[src/logic/mrh_pkg.sv]
// shared constants, types and crc helper for the holding-register responder
package mrh_pkg;
  // ----------------------------------------------------------------------
  // clock and line rates
  // ----------------------------------------------------------------------
  localparam int CLK_HZ     = 200_000_000;  // system clock, 5 ns period
  localparam int BAUD_19K2  = 19_200;       // rate select 0
  localparam int BAUD_28K8  = 28_800;       // rate select 1
  localparam int BAUD_38K4  = 38_400;       // rate select 2
  localparam int BAUD_57K6  = 57_600;       // rate select 3
  localparam logic [1:0] SEL_19K2 = 2'h0;
  localparam logic [1:0] SEL_28K8 = 2'h1;
  localparam logic [1:0] SEL_38K4 = 2'h2;
  localparam int CHAR_BITS  = 11;  // start, 8 data, parity, stop
  localparam int DATA_BITS  = 8;
  localparam int GAP_BITS   = 39;  // 3.5 characters of silence, rounded up

  // ----------------------------------------------------------------------
  // protocol values
  // ----------------------------------------------------------------------
  localparam logic [7:0]  ADDR_BCAST    = 8'h00;  // broadcast address
  localparam logic [7:0]  ADDR_DEFAULT  = 8'hD6;  // 214 when unset
  localparam logic [7:0]  FC_READ_HOLD  = 8'h03;  // only function served
  localparam logic [7:0]  START_MAX     = 8'h7A;  // 122
  localparam logic [7:0]  CNT_MIN       = 8'h01;
  localparam logic [7:0]  CNT_MAX       = 8'h7B;  // 123
  localparam logic [3:0]  REQ_LEN       = 4'h8;   // bytes in a query
  localparam logic [1:0]  HDR_LEN       = 2'h3;   // addr, fc, byte count
  localparam logic [15:0] CRC_INIT      = 16'hFFFF;
  localparam logic [15:0] CRC_POLY      = 16'hA001; // reflected 0x8005

  // ----------------------------------------------------------------------
  // status byte codes served from the holding registers
  // ----------------------------------------------------------------------
  localparam logic [7:0] STAT_NORMAL   = 8'h00;
  localparam logic [7:0] STAT_ALARM    = 8'h01;
  localparam logic [7:0] STAT_COMM_ERR = 8'h02;
  localparam logic [7:0] STAT_OFFLINE  = 8'h03;
  localparam logic [7:0] STAT_ON_DLY   = 8'h05;
  localparam logic [7:0] STAT_OFF_DLY  = 8'h06;
  localparam logic [7:0] STAT_LATCHED  = 8'h07;
  localparam logic [7:0] STAT_ON       = 8'h08;
  localparam logic [7:0] STAT_OFF      = 8'h09;
  localparam logic [7:0] STAT_NO_ASGN  = 8'h0C;
  localparam logic [7:0] STAT_HUSHED   = 8'h0D;
  localparam logic [7:0] STAT_DISABLED = 8'h80;
  localparam logic [7:0] AOUT_DISABLED = 8'h00;  // else mA times ten

  // ----------------------------------------------------------------------
  // state types, gray coded along the usual path
  // ----------------------------------------------------------------------
  typedef enum logic [2:0] {
    RX_IDLE = 3'b000, RX_START = 3'b001, RX_DATA = 3'b011,
    RX_PAR  = 3'b010, RX_STOP  = 3'b110
  } mrh_rx_state_t;

  typedef enum logic [2:0] {
    RS_IDLE = 3'b000, RS_HDR  = 3'b001, RS_DATA = 3'b011,
    RS_CRCL = 3'b010, RS_CRCH = 3'b110
  } mrh_rsp_state_t;

  // one byte through the reflected crc-16
  function automatic logic [15:0] mrh_crc_byte(input logic [15:0] c,
                                               input logic [7:0]  d);
    logic [15:0] r;
    r = c ^ {8'h00, d};
    for (int i = 0; i < 8; i++) begin
      r = r[0] ? ((r >> 1) ^ CRC_POLY) : (r >> 1);
    end
    return r;
  endfunction
endpackage

[src/logic/mrh_responder.sv]
// serial holding-register read responder, slave side of the link
//
// Contract
// - slave only; never starts a transaction
// - four selectable bit rates, same both ends
// - start, 8 data lsb first, even parity, stop
// - only function three, read holding registers
// - read only; broadcast frames are ignored
// - own address 1..255; answer only it
// - default own address is 214
// - config port active stops all traffic
// - register packs two bytes, lower channel high
// - status codes small integers, 128 disabled
// - output current in tenths mA, zero disabled
`timescale 1ns/1ps
`default_nettype none
module mrh_responder
  import mrh_pkg::*;
#(
  parameter int CLK_FREQ = mrh_pkg::CLK_HZ,  // system clock in Hz
  parameter int TX_DEPTH = 4                 // transmit fifo words
) (
  input  wire logic       clock_i,           // system clock, 200 MHz
  input  wire logic       sys_rst_i,         // synchronous reset, high
  input  wire logic [1:0] baud_sel_i,        // bit rate select
  input  wire logic [7:0] slave_addr_i,      // own address, 0 = default
  input  wire logic       cfg_port_active_i, // config link owns the port
  input  wire logic       rxd_i,             // line receive, idle high
  output logic            txd_o,             // line transmit, idle high
  output logic            tx_en_o,           // line driver enable
  output logic      [7:0] byte_addr_o,       // status byte index
  input  wire logic [7:0] byte_i,            // status byte at that index
  output logic            req_ok_o,          // pulse: query accepted
  output logic            req_drop_o         // pulse: frame discarded
);
  import mrh_pkg::*;

  // ----------------------------------------------------------------------
  // bit rate and silence timing
  // ----------------------------------------------------------------------
  localparam int DIV_19K2 = CLK_FREQ / BAUD_19K2;  // clocks per bit
  localparam int DIV_28K8 = CLK_FREQ / BAUD_28K8;
  localparam int DIV_38K4 = CLK_FREQ / BAUD_38K4;
  localparam int DIV_57K6 = CLK_FREQ / BAUD_57K6;

  // the divider is truncated, so a bit
  // runs a shade short; a slow system
  // clock makes that error grow
  logic [15:0] bit_div;    // clocks per bit for the chosen rate
  logic [21:0] gap_limit;  // clocks of silence that end a frame

  // the rate is taken live; change it only while the line is quiet
  assign bit_div = (baud_sel_i == SEL_19K2) ? 16'(DIV_19K2) :
                   (baud_sel_i == SEL_28K8) ? 16'(DIV_28K8) :
                   (baud_sel_i == SEL_38K4) ? 16'(DIV_38K4) :
                                              16'(DIV_57K6);
  assign gap_limit = 22'(bit_div) * 22'(GAP_BITS);

  // ----------------------------------------------------------------------
  // receiver
  // ----------------------------------------------------------------------
  logic [7:0] rx_byte;   // received byte
  logic       rx_valid;  // clean byte pulse
  logic       rx_err;    // parity or framing fault pulse
  logic       rx_busy;   // character in progress

  // the receiver runs even while the
  // config link owns the pin; its bytes
  // only spoil the frame in progress
  mrh_uart_rx u_rx (
    .clock_i   (clock_i),
    .sys_rst_i (sys_rst_i),
    .rxd_i     (rxd_i),
    .div_i     (bit_div),
    .data_o    (rx_byte),
    .valid_o   (rx_valid),
    .err_o     (rx_err),
    .busy_o    (rx_busy)
  );

  // ----------------------------------------------------------------------
  // query collector
  // ----------------------------------------------------------------------
  mrh_rsp_state_t rsp_state;      // answer builder position
  logic           tx_busy;        // serializer is sending
  logic [7:0]     req [REQ_LEN];  // query bytes as received
  logic [3:0]     rx_cnt;         // bytes seen, saturates past a query
  logic [15:0]    rx_crc;         // running crc over every byte
  logic           rx_bad;         // frame already spoiled
  logic [21:0]    gap_cnt;        // clocks of silence so far
  logic           listen;         // frames may be taken now
  logic           frame_end;      // silence closed a frame
  logic [7:0]     my_addr;        // effective own address
  logic [8:0]     reg_end;        // start plus count
  logic           fields_ok;      // query fields within range
  logic           frame_ok;       // this frame is answered

  // the shared pin is ours only while the config link is idle and we are
  // not answering; half duplex, so our own echo is never parsed
  assign listen    = !cfg_port_active_i && (rsp_state == RS_IDLE) &&
                     !tx_busy;
  assign frame_end = (rx_cnt != 4'h0) && (gap_cnt >= gap_limit);
  assign my_addr   = (slave_addr_i == ADDR_BCAST) ? ADDR_DEFAULT
                                                   : slave_addr_i;
  assign reg_end   = {1'b0, req[3]} + {1'b0, req[5]};

  // a query outside the ranges the master must keep gets no answer
  assign fields_ok = (req[2] == 8'h00) && (req[3] <= START_MAX) &&
                     (req[4] == 8'h00) && (req[5] >= CNT_MIN) &&
                     (req[5] <= CNT_MAX) && (reg_end <= {1'b0, CNT_MAX});

  assign frame_ok  = frame_end && !rx_bad && listen &&
                     (rx_cnt == REQ_LEN) &&
                     (rx_crc == 16'h0000) &&
                     (req[0] != ADDR_BCAST) &&
                     (req[0] == my_addr) &&
                     (req[1] == FC_READ_HOLD) &&
                     fields_ok;

  // a frame is judged once it has ended,
  // so a long or short frame is dropped
  // as a whole and never answered
  // collect bytes until the line falls silent for 3.5 characters;
  // running the crc over the crc bytes too leaves zero when it matches
  always_ff @(posedge clock_i) begin
    if (sys_rst_i) begin
      rx_cnt  <= 4'h0;
      rx_crc  <= CRC_INIT;
      rx_bad  <= 1'b0;
      gap_cnt <= 22'h000000;
      for (int i = 0; i < REQ_LEN; i++) req[i] <= 8'h00;
    end else if (rx_valid || rx_err) begin
      gap_cnt <= 22'h000000;
      if (rx_cnt < REQ_LEN) req[rx_cnt[2:0]] <= rx_byte;
      if (rx_cnt <= REQ_LEN) rx_cnt <= rx_cnt + 4'h1;  // longer: spoiled
      rx_crc <= mrh_crc_byte(rx_crc, rx_byte);
      if (rx_err || !listen) rx_bad <= 1'b1;
    end else if (rx_busy || !rxd_i) begin
      gap_cnt <= 22'h000000;                           // line not silent
    end else if (frame_end) begin
      rx_cnt  <= 4'h0;                                 // ready for next
      rx_crc  <= CRC_INIT;
      rx_bad  <= 1'b0;
      gap_cnt <= 22'h000000;
    end else if (rx_cnt != 4'h0) begin
      gap_cnt <= gap_cnt + 22'h000001;
    end
  end

  // ----------------------------------------------------------------------
  // answer builder
  // ----------------------------------------------------------------------
  logic [1:0]  hdr_idx;    // header byte position
  logic [7:0]  bytes_left; // data bytes still to send
  logic [7:0]  byte_total; // data bytes in this answer
  logic [7:0]  rsp_addr;   // address echoed back
  logic [15:0] rsp_crc;    // crc over the answer so far
  logic [7:0]  rsp_byte;   // byte offered to the fifo
  logic        rsp_valid;  // builder has a byte
  logic        fifo_ready; // fifo can take it
  logic        rsp_push;   // byte moves this cycle

  // the builder never watches the line;
  // it only ever follows frame_ok
  // the answer is assembled only after a query has been accepted; the
  // block never speaks first
  assign rsp_valid = (rsp_state != RS_IDLE);
  assign rsp_push  = rsp_valid && fifo_ready;

  // header, then data straight from the status port, then crc low first
  assign rsp_byte =
    (rsp_state == RS_HDR)  ? ((hdr_idx == 2'h0) ? rsp_addr :
                              (hdr_idx == 2'h1) ? FC_READ_HOLD :
                                                  byte_total) :
    (rsp_state == RS_DATA) ? byte_i :
    (rsp_state == RS_CRCL) ? rsp_crc[7:0] :
                             rsp_crc[15:8];

  // byte_i must settle in the cycle its
  // index is shown; the status port has
  // no wait state
  // register n is status bytes 2n (high, lower channel) and 2n+1 (low);
  // the byte port follows the channel order so no swapping is needed
  always_ff @(posedge clock_i) begin
    if (sys_rst_i) begin
      rsp_state   <= RS_IDLE;
      hdr_idx     <= 2'h0;
      bytes_left  <= 8'h00;
      byte_total  <= 8'h00;
      rsp_addr    <= 8'h00;
      rsp_crc     <= CRC_INIT;
      byte_addr_o <= 8'h00;
    end else begin
      unique case (rsp_state)
        RS_IDLE: if (frame_ok) begin
          rsp_state   <= RS_HDR;
          hdr_idx     <= 2'h0;
          rsp_addr    <= req[0];
          rsp_crc     <= CRC_INIT;
          byte_addr_o <= {req[3][6:0], 1'b0};
          bytes_left  <= {req[5][6:0], 1'b0};
          byte_total  <= {req[5][6:0], 1'b0};
        end
        RS_HDR: if (rsp_push) begin
          rsp_crc <= mrh_crc_byte(rsp_crc, rsp_byte);
          hdr_idx <= hdr_idx + 2'h1;
          if (hdr_idx == HDR_LEN - 2'h1) rsp_state <= RS_DATA;
        end
        RS_DATA: if (rsp_push) begin
          rsp_crc     <= mrh_crc_byte(rsp_crc, rsp_byte);
          byte_addr_o <= byte_addr_o + 8'h01;
          bytes_left  <= bytes_left - 8'h01;
          if (bytes_left == 8'h01) rsp_state <= RS_CRCL;
        end
        RS_CRCL: if (rsp_push) rsp_state <= RS_CRCH;
        RS_CRCH: if (rsp_push) rsp_state <= RS_IDLE;
      endcase
    end
  end

  // ----------------------------------------------------------------------
  // transmit fifo: the builder stalls while it is full
  // ----------------------------------------------------------------------
  logic [7:0] tx_byte;   // oldest byte waiting
  logic       tx_avail;  // fifo not empty
  logic       tx_take;   // serializer loads a byte

  // four bytes of slack let the builder
  // run ahead of the line and read the
  // status port at its own pace
  assign tx_take = tx_avail && !tx_busy;

  mrh_fifo #(
    .WIDTH (8),
    .DEPTH (TX_DEPTH)
  ) u_txq (
    .clock_i     (clock_i),
    .sys_rst_i   (sys_rst_i),
    .in_data_i   (rsp_byte),
    .in_valid_i  (rsp_valid),
    .in_ready_o  (fifo_ready),
    .out_data_o  (tx_byte),
    .out_valid_o (tx_avail),
    .out_ready_i (!tx_busy)
  );

  // ----------------------------------------------------------------------
  // serializer
  // ----------------------------------------------------------------------
  logic [CHAR_BITS-1:0] tx_sh;    // stop, parity, data, start
  logic [3:0]           tx_left;  // bits still on the line
  logic [15:0]          tx_cnt;   // clocks left in this bit

  // tx_left counts the stop bit too, so
  // busy covers the whole character
  assign tx_busy = (tx_left != 4'h0);

  // each character: start, data lsb first, even parity, one stop
  always_ff @(posedge clock_i) begin
    if (sys_rst_i) begin
      tx_sh   <= '1;
      tx_left <= 4'h0;
      tx_cnt  <= 16'h0000;
      txd_o   <= 1'b1;
    end else if (tx_take) begin
      tx_sh   <= {1'b1, ^tx_byte, tx_byte, 1'b0};
      tx_left <= 4'(CHAR_BITS);
      tx_cnt  <= bit_div - 16'h0001;
      txd_o   <= 1'b0;                                      // start bit
    end else if (tx_busy) begin
      if (tx_cnt != 16'h0000) begin
        tx_cnt <= tx_cnt - 16'h0001;
      end else begin
        tx_sh   <= {1'b1, tx_sh[CHAR_BITS-1:1]};
        tx_left <= tx_left - 4'h1;
        tx_cnt  <= bit_div - 16'h0001;
        txd_o   <= (tx_left == 4'h1) ? 1'b1 : tx_sh[1];
      end
    end
  end

  // ----------------------------------------------------------------------
  // driver enable and event pulses
  // ----------------------------------------------------------------------
  // limitation: a config request made
  // mid-answer mutes the driver, but
  // the builder still runs to the end
  // the driver stays on from acceptance to the end of the last stop bit,
  // and turns off one cycle after the config link takes the pin
  always_ff @(posedge clock_i) begin
    if (sys_rst_i) begin
      tx_en_o    <= 1'b0;
      req_ok_o   <= 1'b0;
      req_drop_o <= 1'b0;
    end else begin
      tx_en_o    <= !cfg_port_active_i &&
                    (rsp_valid || tx_avail || tx_busy || frame_ok);
      req_ok_o   <= frame_ok;
      req_drop_o <= frame_end && !frame_ok;
    end
  end
endmodule // mrh_responder
`default_nettype wire

[src/logic/mrh_uart_rx.sv]
// receive side of the serial line: 8 data bits, even parity, one stop
`timescale 1ns/1ps
`default_nettype none
module mrh_uart_rx
  import mrh_pkg::*;
(
  input  wire logic        clock_i,   // system clock
  input  wire logic        sys_rst_i, // synchronous reset, high
  input  wire logic        rxd_i,     // line in, idle high
  input  wire logic [15:0] div_i,     // clocks per bit
  output logic      [7:0]  data_o,    // received byte
  output logic             valid_o,   // pulse: clean byte
  output logic             err_o,     // pulse: parity or framing fault
  output logic             busy_o     // a character is in progress
);
  mrh_rx_state_t state;   // bit position
  logic [15:0]   cnt;     // clocks to next sample
  logic [2:0]    nbit;    // data bit index
  logic [7:0]    shreg;   // data assembled lsb first
  logic          par;     // parity bit as sampled

  assign busy_o = (state != RX_IDLE);

  // ----------------------------------------------------------------------
  // sampler: starts on the falling edge, samples mid bit
  // ----------------------------------------------------------------------
  always_ff @(posedge clock_i) begin
    valid_o <= 1'b0;
    err_o   <= 1'b0;
    if (sys_rst_i) begin
      state  <= RX_IDLE;
      cnt    <= 16'h0000;
      nbit   <= 3'h0;
      shreg  <= 8'h00;
      par    <= 1'b0;
      data_o <= 8'h00;
    end else if (state == RX_IDLE) begin
      if (!rxd_i) begin                 // start edge: wait half a bit
        state <= RX_START;
        cnt   <= div_i >> 1;
      end
    end else if (cnt != 16'h0000) begin
      cnt <= cnt - 16'h0001;
    end else begin
      cnt <= div_i - 16'h0001;
      unique case (state)
        RX_START: begin                 // a glitch shorter than half a bit
          state <= rxd_i ? RX_IDLE : RX_DATA;
          nbit  <= 3'h0;
        end
        RX_DATA: begin                  // lsb arrives first
          shreg <= {rxd_i, shreg[7:1]};
          nbit  <= nbit + 3'h1;
          if (nbit == 3'(DATA_BITS - 1)) state <= RX_PAR;
        end
        RX_PAR: begin
          par   <= rxd_i;
          state <= RX_STOP;
        end
        default: begin                  // stop bit, checks even parity
          state  <= RX_IDLE;
          data_o <= shreg;
          if ((^{shreg, par}) || !rxd_i) err_o <= 1'b1;
          else valid_o <= 1'b1;
        end
      endcase
    end
  end
endmodule // mrh_uart_rx
`default_nettype wire

[src/logic/mrh_fifo.sv]
// small synchronous fifo with valid/ready on both sides
`timescale 1ns/1ps
`default_nettype none
module mrh_fifo #(
  parameter int WIDTH = 8,  // word width
  parameter int DEPTH = 4   // words, a power of two
) (
  input  wire logic             clock_i,   // system clock
  input  wire logic             sys_rst_i, // synchronous reset, high
  input  wire logic [WIDTH-1:0] in_data_i, // word to store
  input  wire logic             in_valid_i,// source offers a word
  output logic                  in_ready_o,// not full
  output logic      [WIDTH-1:0] out_data_o,// oldest word
  output logic                  out_valid_o,// not empty
  input  wire logic             out_ready_i // sink takes the word
);
  localparam int AW = $clog2(DEPTH);
  logic [WIDTH-1:0] mem [DEPTH];  // storage
  logic [AW:0]      wr_ptr;       // extra bit tells full from empty
  logic [AW:0]      rd_ptr;
  logic             push;
  logic             pop;

  assign in_ready_o  = (wr_ptr ^ rd_ptr) != {1'b1, {AW{1'b0}}};
  assign out_valid_o = (wr_ptr != rd_ptr);
  assign push        = in_valid_i && in_ready_o;
  assign pop         = out_valid_o && out_ready_i;
  assign out_data_o  = mem[rd_ptr[AW-1:0]];

  // ----------------------------------------------------------------------
  // pointers and storage
  // ----------------------------------------------------------------------
  always_ff @(posedge clock_i) begin
    if (sys_rst_i) begin
      wr_ptr <= '0;
      rd_ptr <= '0;
    end else begin
      if (push) wr_ptr <= wr_ptr + (AW+1)'(1);
      if (pop)  rd_ptr <= rd_ptr + (AW+1)'(1);
    end
  end

  // memory has no reset: contents are only read once written
  always_ff @(posedge clock_i) begin
    if (push) mem[wr_ptr[AW-1:0]] <= in_data_i;
  end
endmodule // mrh_fifo
`default_nettype wire

[config.mk]
export PLATFORM = sky130hd
export DESIGN_NAME = mrh_responder
export DESIGN_NICKNAME = d
export VERILOG_FILES = /design/src/logic/mrh_pkg.sv /design/src/logic/mrh_responder.sv /design/src/logic/mrh_uart_rx.sv /design/src/logic/mrh_fifo.sv
export SDC_FILE = /design/constraint.sdc
export NUM_CORES = 1
export LEC_CHECK = 0
export BUFFER_PORTS_ARGS = -buffer_cell sky130_fd_sc_hd__buf_2
export CAP_MARGIN = 10
export CORE_MARGIN = 3
export CORE_UTILIZATION = 45
export CTS_CLUSTER_DIAMETER = 120
export DETAILED_ROUTE_END_ITERATION = 7
export SLEW_MARGIN = 10
export SYNTH_ARGS = -nofsm -noshare
export SYNTH_HDL_FRONTEND = slang
export SYNTH_SLANG_ARGS = --single-unit
[constraint.sdc]
create_clock -name clock_i -period 5.2 [get_ports clock_i]
set_input_delay 0.26 -clock clock_i [delete_from_list [all_inputs] [get_ports clock_i]]
set_output_delay 0.26 -clock clock_i [all_outputs]
set_load 0.005 [all_outputs]
======== Yosys cells after proc, flatten, opt, wreduce, memory -nomap -nowiden ========
Memory sizes are Yosys's and may differ from the RTL's. A register that Yosys moved wholly into a read port is not among the register bits.
Cells that the tools add are included.
storage, ports and cells
  RAM bits ................................ 96
  output and inout port bits .............. 12
  memories ................................ 2
  input bits .............................. 22
  register bits ........................... 176
  word-level logic and storage cells ...... 280
memory list
  memory     words  width  rd ports  clocked after Yosys merged registers in  write ports  line                 RTL
  req        8      8      6         0                                        8            mrh_responder.sv:86  logic [7:0] req [REQ_LEN];
  u_txq.mem  4      8      1         1                                        1            mrh_fifo.sv:18       logic [WIDTH-1:0] mem [DEPTH];
cells by class
  muxes and demuxes ....................... 94
  magnitude comparators ................... 7
  multiply operators ...................... 1
  add/subtract/negate cells ............... 13
  equality and inequality tests ........... 34
  reduce and logical (&&, ||, !) cells .... 77
  bitwise gates (word level) .............. 23
operator list
  cell                                                                              count
  16-bit 2-to-1 mux                                                                 27
  8-bit 2-to-1 mux                                                                  11
  2-bit inverter with 3-bit output                                                  16
  3-bit 2-to-1 mux                                                                  12
  16-bit one-hot mux with 2 select lines                                            1
  8-bit one-hot mux with 2 select lines                                             2
  16-bit nonzero test                                                               2
  16-bit by 1-bit subtractor with 16-bit output, second input constant              2
  16-bit by 8-bit bitwise XOR with 16-bit output                                    2
  10-bit 2-to-1 mux                                                                 3
  3-bit AND reduction                                                               10
  4-bit 2-to-1 mux                                                                  7
  13-bit 2-to-1 mux                                                                 2
  8-bit logical NOT                                                                 3
  22-bit by 1-bit adder with 22-bit output, second input constant                   1
  22-bit by 20-bit greater-or-equal comparator with 1-bit output                    1
  1-bit logical AND                                                                 20
  14-bit by 6-bit multiplier with 20-bit output, second input constant              1
  1-bit 2-to-1 mux                                                                  19
  8-bit by 7-bit less-or-equal comparator with 1-bit output, second input constant  2
  16-bit logical NOT                                                                1
  2-bit != test, second input constant                                              8
  3-bit one-hot mux with 5 select lines                                             1
  14-bit by 1-bit subtractor with 15-bit output, second input constant              1
  other kinds (49)                                                                  94

======== Logic depth before layout (Yosys ltp) ========
  depth after elaboration ................. 23
  mapped depth ............................ 22
  gate-level depth less buffers ........... 20

======== Cells and area by module ========
Synthesis repeated with hierarchy kept, for this count alone.
second synthesis, totals
  cell total of the unflattened synthesis .. 1458
  area, all modules ....................... 13761.9 um^2
by module, submodules not included
  module         sequential area each (um^2)  cells each  area an instance (um^2)  instances
  mrh_responder  4003.8                       1075        9704.3                   1
  mrh_uart_rx    820.8                        271         2337.2                   1
  mrh_fifo       1121.1                       112         1720.4                   1

======== Least setup slack after synthesis ========
OpenSTA, ideal clock, no wires.
  path type ............................... input to register
  from .................................... input port baud_sel_i[0]
  to ...................................... register rsp_crc[14]
  buffers on the path ..................... 1
  library setup time ...................... 114 ps
  data arrival time ....................... 3641 ps
  stages on the path ...................... 21
  setup slack ............................. 1445 ps
  required time ........................... 5086 ps
  cell sequence ........................... inv_1 -> ha_1 -> inv_1 -> ha_1 -> inv_1 -> ha_1 -> ha_1 -> a22oi_1 -> o21ai_0 -> a22oi_1 -> ha_1 -> nand4_1 -> nor2_1 -> o21ai_0 -> o2111ai_1 -> a41oi_1 -> o22ai_1 -> a21oi_1 -> clkbuf_1 -> nand2_1 -> a21o_1
on the way
  longest elaborated chain between the ends .. 17
  elaborated cells between the ends (all ways) .. 19
  those cells by class .................... 1 x mul; 1 x order compare; 3 x eq/ne; 3 x mux; 11 x reduce/logical
ends and longest elaborated chain
  item                                                              line                  RTL
  from (decl)                                                       mrh_responder.sv:25   input wire logic [1:0] baud_sel_i,
  2-bit equality test                                               mrh_responder.sv:55   (baud_sel_i == SEL_38K4) ? 16'(DIV_38K4) :
  13-bit 2-to-1 mux                                                 mrh_responder.sv:55
  13-bit 2-to-1 mux                                                 mrh_responder.sv:54   (baud_sel_i == SEL_28K8) ? 16'(DIV_28K8) :
  14-bit 2-to-1 mux *                                               mrh_responder.sv:53   assign bit_div = (baud_sel_i == SEL_19K2) ? 16'(DIV_19K2) :
  14-bit by 6-bit multiplier with 20-bit output *                   mrh_responder.sv:57   assign gap_limit = 22'(bit_div) * 22'(GAP_BITS);
  22-bit by 20-bit greater-or-equal comparator with 1-bit output *  mrh_responder.sv:102  assign frame_end = (rx_cnt != 4'h0) && (gap_cnt >= gap_limit);
  1-bit logical AND *                                               mrh_responder.sv:102
  1-bit logical AND * (3 in series)                                 mrh_responder.sv:112  assign frame_ok = frame_end && !rx_bad && listen &&
  1-bit logical AND *                                               mrh_responder.sv:113  (rx_cnt == REQ_LEN) &&
  1-bit logical AND *                                               mrh_responder.sv:114  (rx_crc == 16'h0000) &&
  1-bit logical AND *                                               mrh_responder.sv:115  (req[0] != ADDR_BCAST) &&
  1-bit logical AND *                                               mrh_responder.sv:116  (req[0] == my_addr) &&
  1-bit logical AND *                                               mrh_responder.sv:117  (req[1] == FC_READ_HOLD) &&
  2-bit != test (no source line) *                                  --
  3-bit AND reduction (no source line) *                            --
  to (signal assigned)                                              mrh_responder.sv:205  rsp_crc <= mrh_crc_byte(rsp_crc, rsp_byte);
  to (signal assigned)                                              mrh_responder.sv:210  rsp_crc <= mrh_crc_byte(rsp_crc, rsp_byte);
  to (decl)                                                         mrh_responder.sv:157  logic [15:0] rsp_crc;
Every way passes the cells marked *; elsewhere a longest branch is shown, timed or not.
A chain may end at the register's enable or synchronous reset.

======== Worst setup path after layout ========
  from .................................... input port baud_sel_i[0]
  to ...................................... register rx_crc[6]
on the way
  longest elaborated chain between the ends .. 9
  elaborated cells between the ends (all ways) .. 11
  those cells by class .................... 1 x mul; 1 x order compare; 2 x eq/ne; 3 x mux; 4 x reduce/logical
ends and longest elaborated chain
  item                                                              line                  RTL
  2-bit equality test                                               mrh_responder.sv:55
  13-bit 2-to-1 mux                                                 mrh_responder.sv:55
  13-bit 2-to-1 mux                                                 mrh_responder.sv:54
  14-bit 2-to-1 mux *                                               mrh_responder.sv:53
  14-bit by 6-bit multiplier with 20-bit output *                   mrh_responder.sv:57
  22-bit by 20-bit greater-or-equal comparator with 1-bit output *  mrh_responder.sv:102
  1-bit logical AND *                                               mrh_responder.sv:102
  2-bit nonzero test (no source line) *                             --
  2-bit AND reduction (no source line) *                            --
  to (signal assigned)                                              mrh_responder.sv:136  rx_crc <= mrh_crc_byte(rx_crc, rx_byte);
  to (decl)                                                         mrh_responder.sv:88   logic [15:0] rx_crc;
Marks and branches as above.

==> Flow_metrics.wiki <==
{| class="wikitable"
! Metric !! Value
|-
| Status || finished clean
|-
| Count of TritonRoute iterations in the first routing pass || 7
|-
| Gp weighted congestion || 0.838
|-
| Post-layout min period || 4.15 ns
|-
| Die boundary width || 178 µm
|-
| Number of vias in the routed layout || 10200
|-
| Setup Slack @ Placement || 0.563 ns
|-
| Post-DP Area || 13700 µm²
|-
| Hold Slack || 0.145 ns
|-
| Resized cells post-CTS || 0
|-
| Number of max-capacitance violations reported || 0
|-
| Drt first-iter violations || 780
|-
| Instance count along the most critical hold path || 3
|-
| FF+latch count, synth || 257
|-
| Final standard cell count with taps included and fillers excluded || 1862
|-
| Total congestion overflow || 0
|-
| Hold/Removal Path Class || primary input to register
|-
| Largest voltage drop on the vdd net || 0.259 mV
|-
| CTS buffer count || 29
|-
| Initial Util || 0.459
|-
| Remaining number of nets flagged by the antenna check after routing || 0
|-
| Area of the placeable core || 28900 µm²
|-
| First-pass GRT wire length || 50100 µm
|-
| Worst Clk Skew || 0.0113 ns
|-
| Data arrival time at the worst-slack endpoint || 4.62 ns
|-
| Root buffer cell || sky130_fd_sc_hd__clkbuf_16
|-
| Ys flop type || sky130_fd_sc_hd__dfxtp_1
|-
| Max FO, Critical Path || 17
|-
| Design Area, Final || 14600 µm²
|-
| Die span in y || 178 µm
|-
| Number of inserted filler cells in the final layout || 2747
|-
| Antenna Diode Count || 0
|-
| Synthesis warning total || 0
|-
| H-tree depth || 1
|-
| Number of antenna violations at the first check in global routing || 0
|-
| Total Negative Setup Slacks || 0 ns
|-
| Final Net Count || 1536
|-
| Count of final hold-check violations || 0
|-
| Critical path class || primary input to register
|-
| Worst slew slack as a fraction of its limit || 0.221
|-
| Actual transition at the worst max-transition pin || 1.16 ns
|-
| Area of the die || 31500 µm²
|-
| Via-to-Cell Ratio || 5.50
|-
| Final setup violation count || 0
|-
| Avg WL per Cell || 16.4 µm
|-
| Startpoint class of the critical path || primary input
|-
| Sequential cell area fraction in the yosys report || 0.449
|-
| Gate Count Post-Synth || 1451
|-
| Largest net degree at the start of global routing || 97
|-
| Setup repair after global routing missed its margin || false
|-
| Critical Path RT || 5.67 ns
|-
| Clock-pin slew on the worst setup and hold paths || 0.06 ns
|-
| Syn Area/Cell || 9.13 µm²
|-
| Layout overhead on the synthesized area || 10.3%
|-
| GRT Resource Usage Total || 0.192
|-
| Library cells used by synthesis || 68
|-
| # port buffers || 33
|-
| Critical Path End Type || register
|-
| Remaining design rule violation count || 0
|-
| Total instance count after detailed placement || 1808
|-
| Worst-case setup margin in the final layout || 1.05 ns
|-
| Number of flops mapped to enable cells by yosys || 80
|-
| Clk_lat worst skew || 0.54 ns
|-
| Clock Sinks || 257
|-
| Fraction of final layout cells sized beyond drive strength 1 || 0.0819
|-
| Share of the core filled with cells || 0.507
|-
| Post-Synthesis Net Count || 1531
|-
| Total standard cell area after synthesis || 13300 µm²
|-
| # rows || 62
|-
| Ratio of final minimum period to clock period || 0.798
|-
| Proportion of register bits with asynchronous set or reset after synthesis || 0
|-
| Highest attainable clock frequency || 241 MHz
|-
| Via count of the first global-routing pass || 9718
|-
| Clock tree from TritonCTS || built
|-
| Number of buffers on the longest clock path || 3
|-
| Power density over the cells || 354 nW/µm²
|-
| Final Max Tran Viols || 0
|-
| Routed wire length || 30500 µm
|-
| Final HPWL from detailed placement || 20800 µm
|-
| Count of cells along the worst register-to-register path || 8
|-
| Pleak || 5.45 nW
|-
| Post-route total power || 5.17 mW
|-
| I/O pins || 34
|}
cells in the final DEF (no fill, tap or decap), drive strengths merged, types with 10 or more instances in the layout:
| cell | count |
|---|---|
| a21oi | 104 |
| dfxtp | 177 |
| inv | 37 |
| buf | 41 |
| nand2b | 18 |
| mux2i | 25 |
| edfxtp | 80 |
| a211oi | 15 |
| o31ai | 10 |
| and2 | 60 |
| nor3 | 61 |
| o21ai | 53 |
| xnor2 | 64 |
| clkbuf | 47 |
| xor2 | 37 |
| or2 | 18 |
| ha | 57 |
| o21bai | 24 |
| nand3 | 41 |
| nor4 | 24 |
| nand2 | 158 |
| nor2 | 156 |
| and3 | 17 |
| a21o | 14 |
worst paths after layout:
kind | start | endpoint | slack (ns)
worst max-delay path | baud_sel_i[0] | rx_crc[6] | 1.05
worst min-delay path | rxd_i | u_rx.valid_o | 0.15
worst max register to register | rsp_state[0] | rsp_crc[0] | 1.50
worst min register to register | u_rx.nbit[1] | u_rx.nbit[1] | 0.46
state kept, by name, indices dropped and copies added, names as in the netlist, 9 cells and up, named ones only:
| signal | count |
|---|---|
| tx_cnt | 16 |
| rsp_crc | 16 |
| u_rx.cnt | 16 |
| rx_crc | 16 |
| gap_cnt | 22 |
| u_txq.mem | 32 |
| tx_sh | 9 |
| req | 48 |
metal layers:
metal	track usage	routed length, µm	vias up
met4	0.0461	686	0
li1	-	-	5147
met5	0	0	-
met2	0.318	14300	206
met3	0.0255	1330	45
met1	0.267	14300	4845
timing repair:
item / in CTS / in global routing
setup buffers: 0 / 0
endpoints found under the setup margin: 0 / 0
endpoints found under the hold margin: 1 / 0
hold buffers: 1 / 0
cell usage after synthesis (10+ instances only):
library cell	number	area (µm²)
sky130_fd_sc_hd__a211oi_1	15	113
sky130_fd_sc_hd__a21o_1	14	105
sky130_fd_sc_hd__a21oi_1	104	521
sky130_fd_sc_hd__and2_1	58	363
sky130_fd_sc_hd__and3_1	17	106
sky130_fd_sc_hd__buf_2	10	50.1
sky130_fd_sc_hd__clkbuf_1	55	206
sky130_fd_sc_hd__dfxtp_1	177	3540
sky130_fd_sc_hd__edfxtp_1	80	2400
sky130_fd_sc_hd__ha_1	57	713
sky130_fd_sc_hd__inv_1	37	139
sky130_fd_sc_hd__mux2i_1	25	250
sky130_fd_sc_hd__nand2_1	157	589
sky130_fd_sc_hd__nand2b_1	18	113
sky130_fd_sc_hd__nand3_1	41	205
sky130_fd_sc_hd__nor2_1	156	586
sky130_fd_sc_hd__nor3_1	61	305
sky130_fd_sc_hd__nor4_1	24	150
sky130_fd_sc_hd__o21ai_0	53	265
sky130_fd_sc_hd__o21bai_1	23	173
sky130_fd_sc_hd__o31ai_1	10	75.1
sky130_fd_sc_hd__or2_2	18	113
sky130_fd_sc_hd__xnor2_1	64	561
sky130_fd_sc_hd__xor2_1	37	324
report_power, final:
| group | leakage [nW] | internal [mW] | switching, mW |
|---|---|---|---|
| clock network | 0.451 | 1.18 | 0.789 |
| registers | 2.20 | 2.17 | 0.103 |
| logic | 2.80 | 0.336 | 0.596 |
worst max-delay path, stage by stage:
cell and delay (ns):
sky130_fd_sc_hd__buf_2 0.13, sky130_fd_sc_hd__inv_1 0.13, sky130_fd_sc_hd__ha_1 0.37, sky130_fd_sc_hd__inv_1 0.18, sky130_fd_sc_hd__ha_1 0.31, sky130_fd_sc_hd__inv_1 0.04, sky130_fd_sc_hd__ha_1 0.27, sky130_fd_sc_hd__ha_1 0.20
sky130_fd_sc_hd__a22oi_1 0.18, sky130_fd_sc_hd__o21ai_0 0.11, sky130_fd_sc_hd__a22oi_1 0.22, sky130_fd_sc_hd__ha_1 0.18, sky130_fd_sc_hd__a21oi_1 0.06, sky130_fd_sc_hd__nor2b_1 0.10, sky130_fd_sc_hd__o21ai_0 0.08, sky130_fd_sc_hd__o2111ai_1 0.11
sky130_fd_sc_hd__a41oi_1 0.18, sky130_fd_sc_hd__o22a_1 0.31, sky130_fd_sc_hd__nor2_1 0.90, sky130_fd_sc_hd__o21ai_0 0.18, sky130_fd_sc_hd__nand3b_1 0.13
final cells by class:
| cell class | count | area (µm²) | area share |
|---|---|---|---|
| Clock buffer | 47 | 862 | 0.0590 |
| Clock inverter | 6 | 57.6 | 0.00394 |
| Inverter | 37 | 139 | 0.00950 |
| Sequential cell | 257 | 5950 | 0.407 |
| Timing Repair Buffer | 42 | 238 | 0.0163 |
| Multi-Input combinational cell | 1089 | 6890 | 0.472 |
| Tap cell | 384 | 480 | 0.0329 |
kinds of logic (layout without fill, tap and decap cells):
logic type	count (synthesis)	in the layout	share of synthesized area
and+or+nand+nor	604	604	0.221
xor gates and xnor gates	104	104	0.0721
muxes	35	35	0.0342
DFF	257	257	0.449
buffers and inverters	105	132	0.0313
AOI/OAI and AO/OA	288	288	0.137
adders and majority gates	58	58	0.0553
Power figures use the tool's default switching activity.
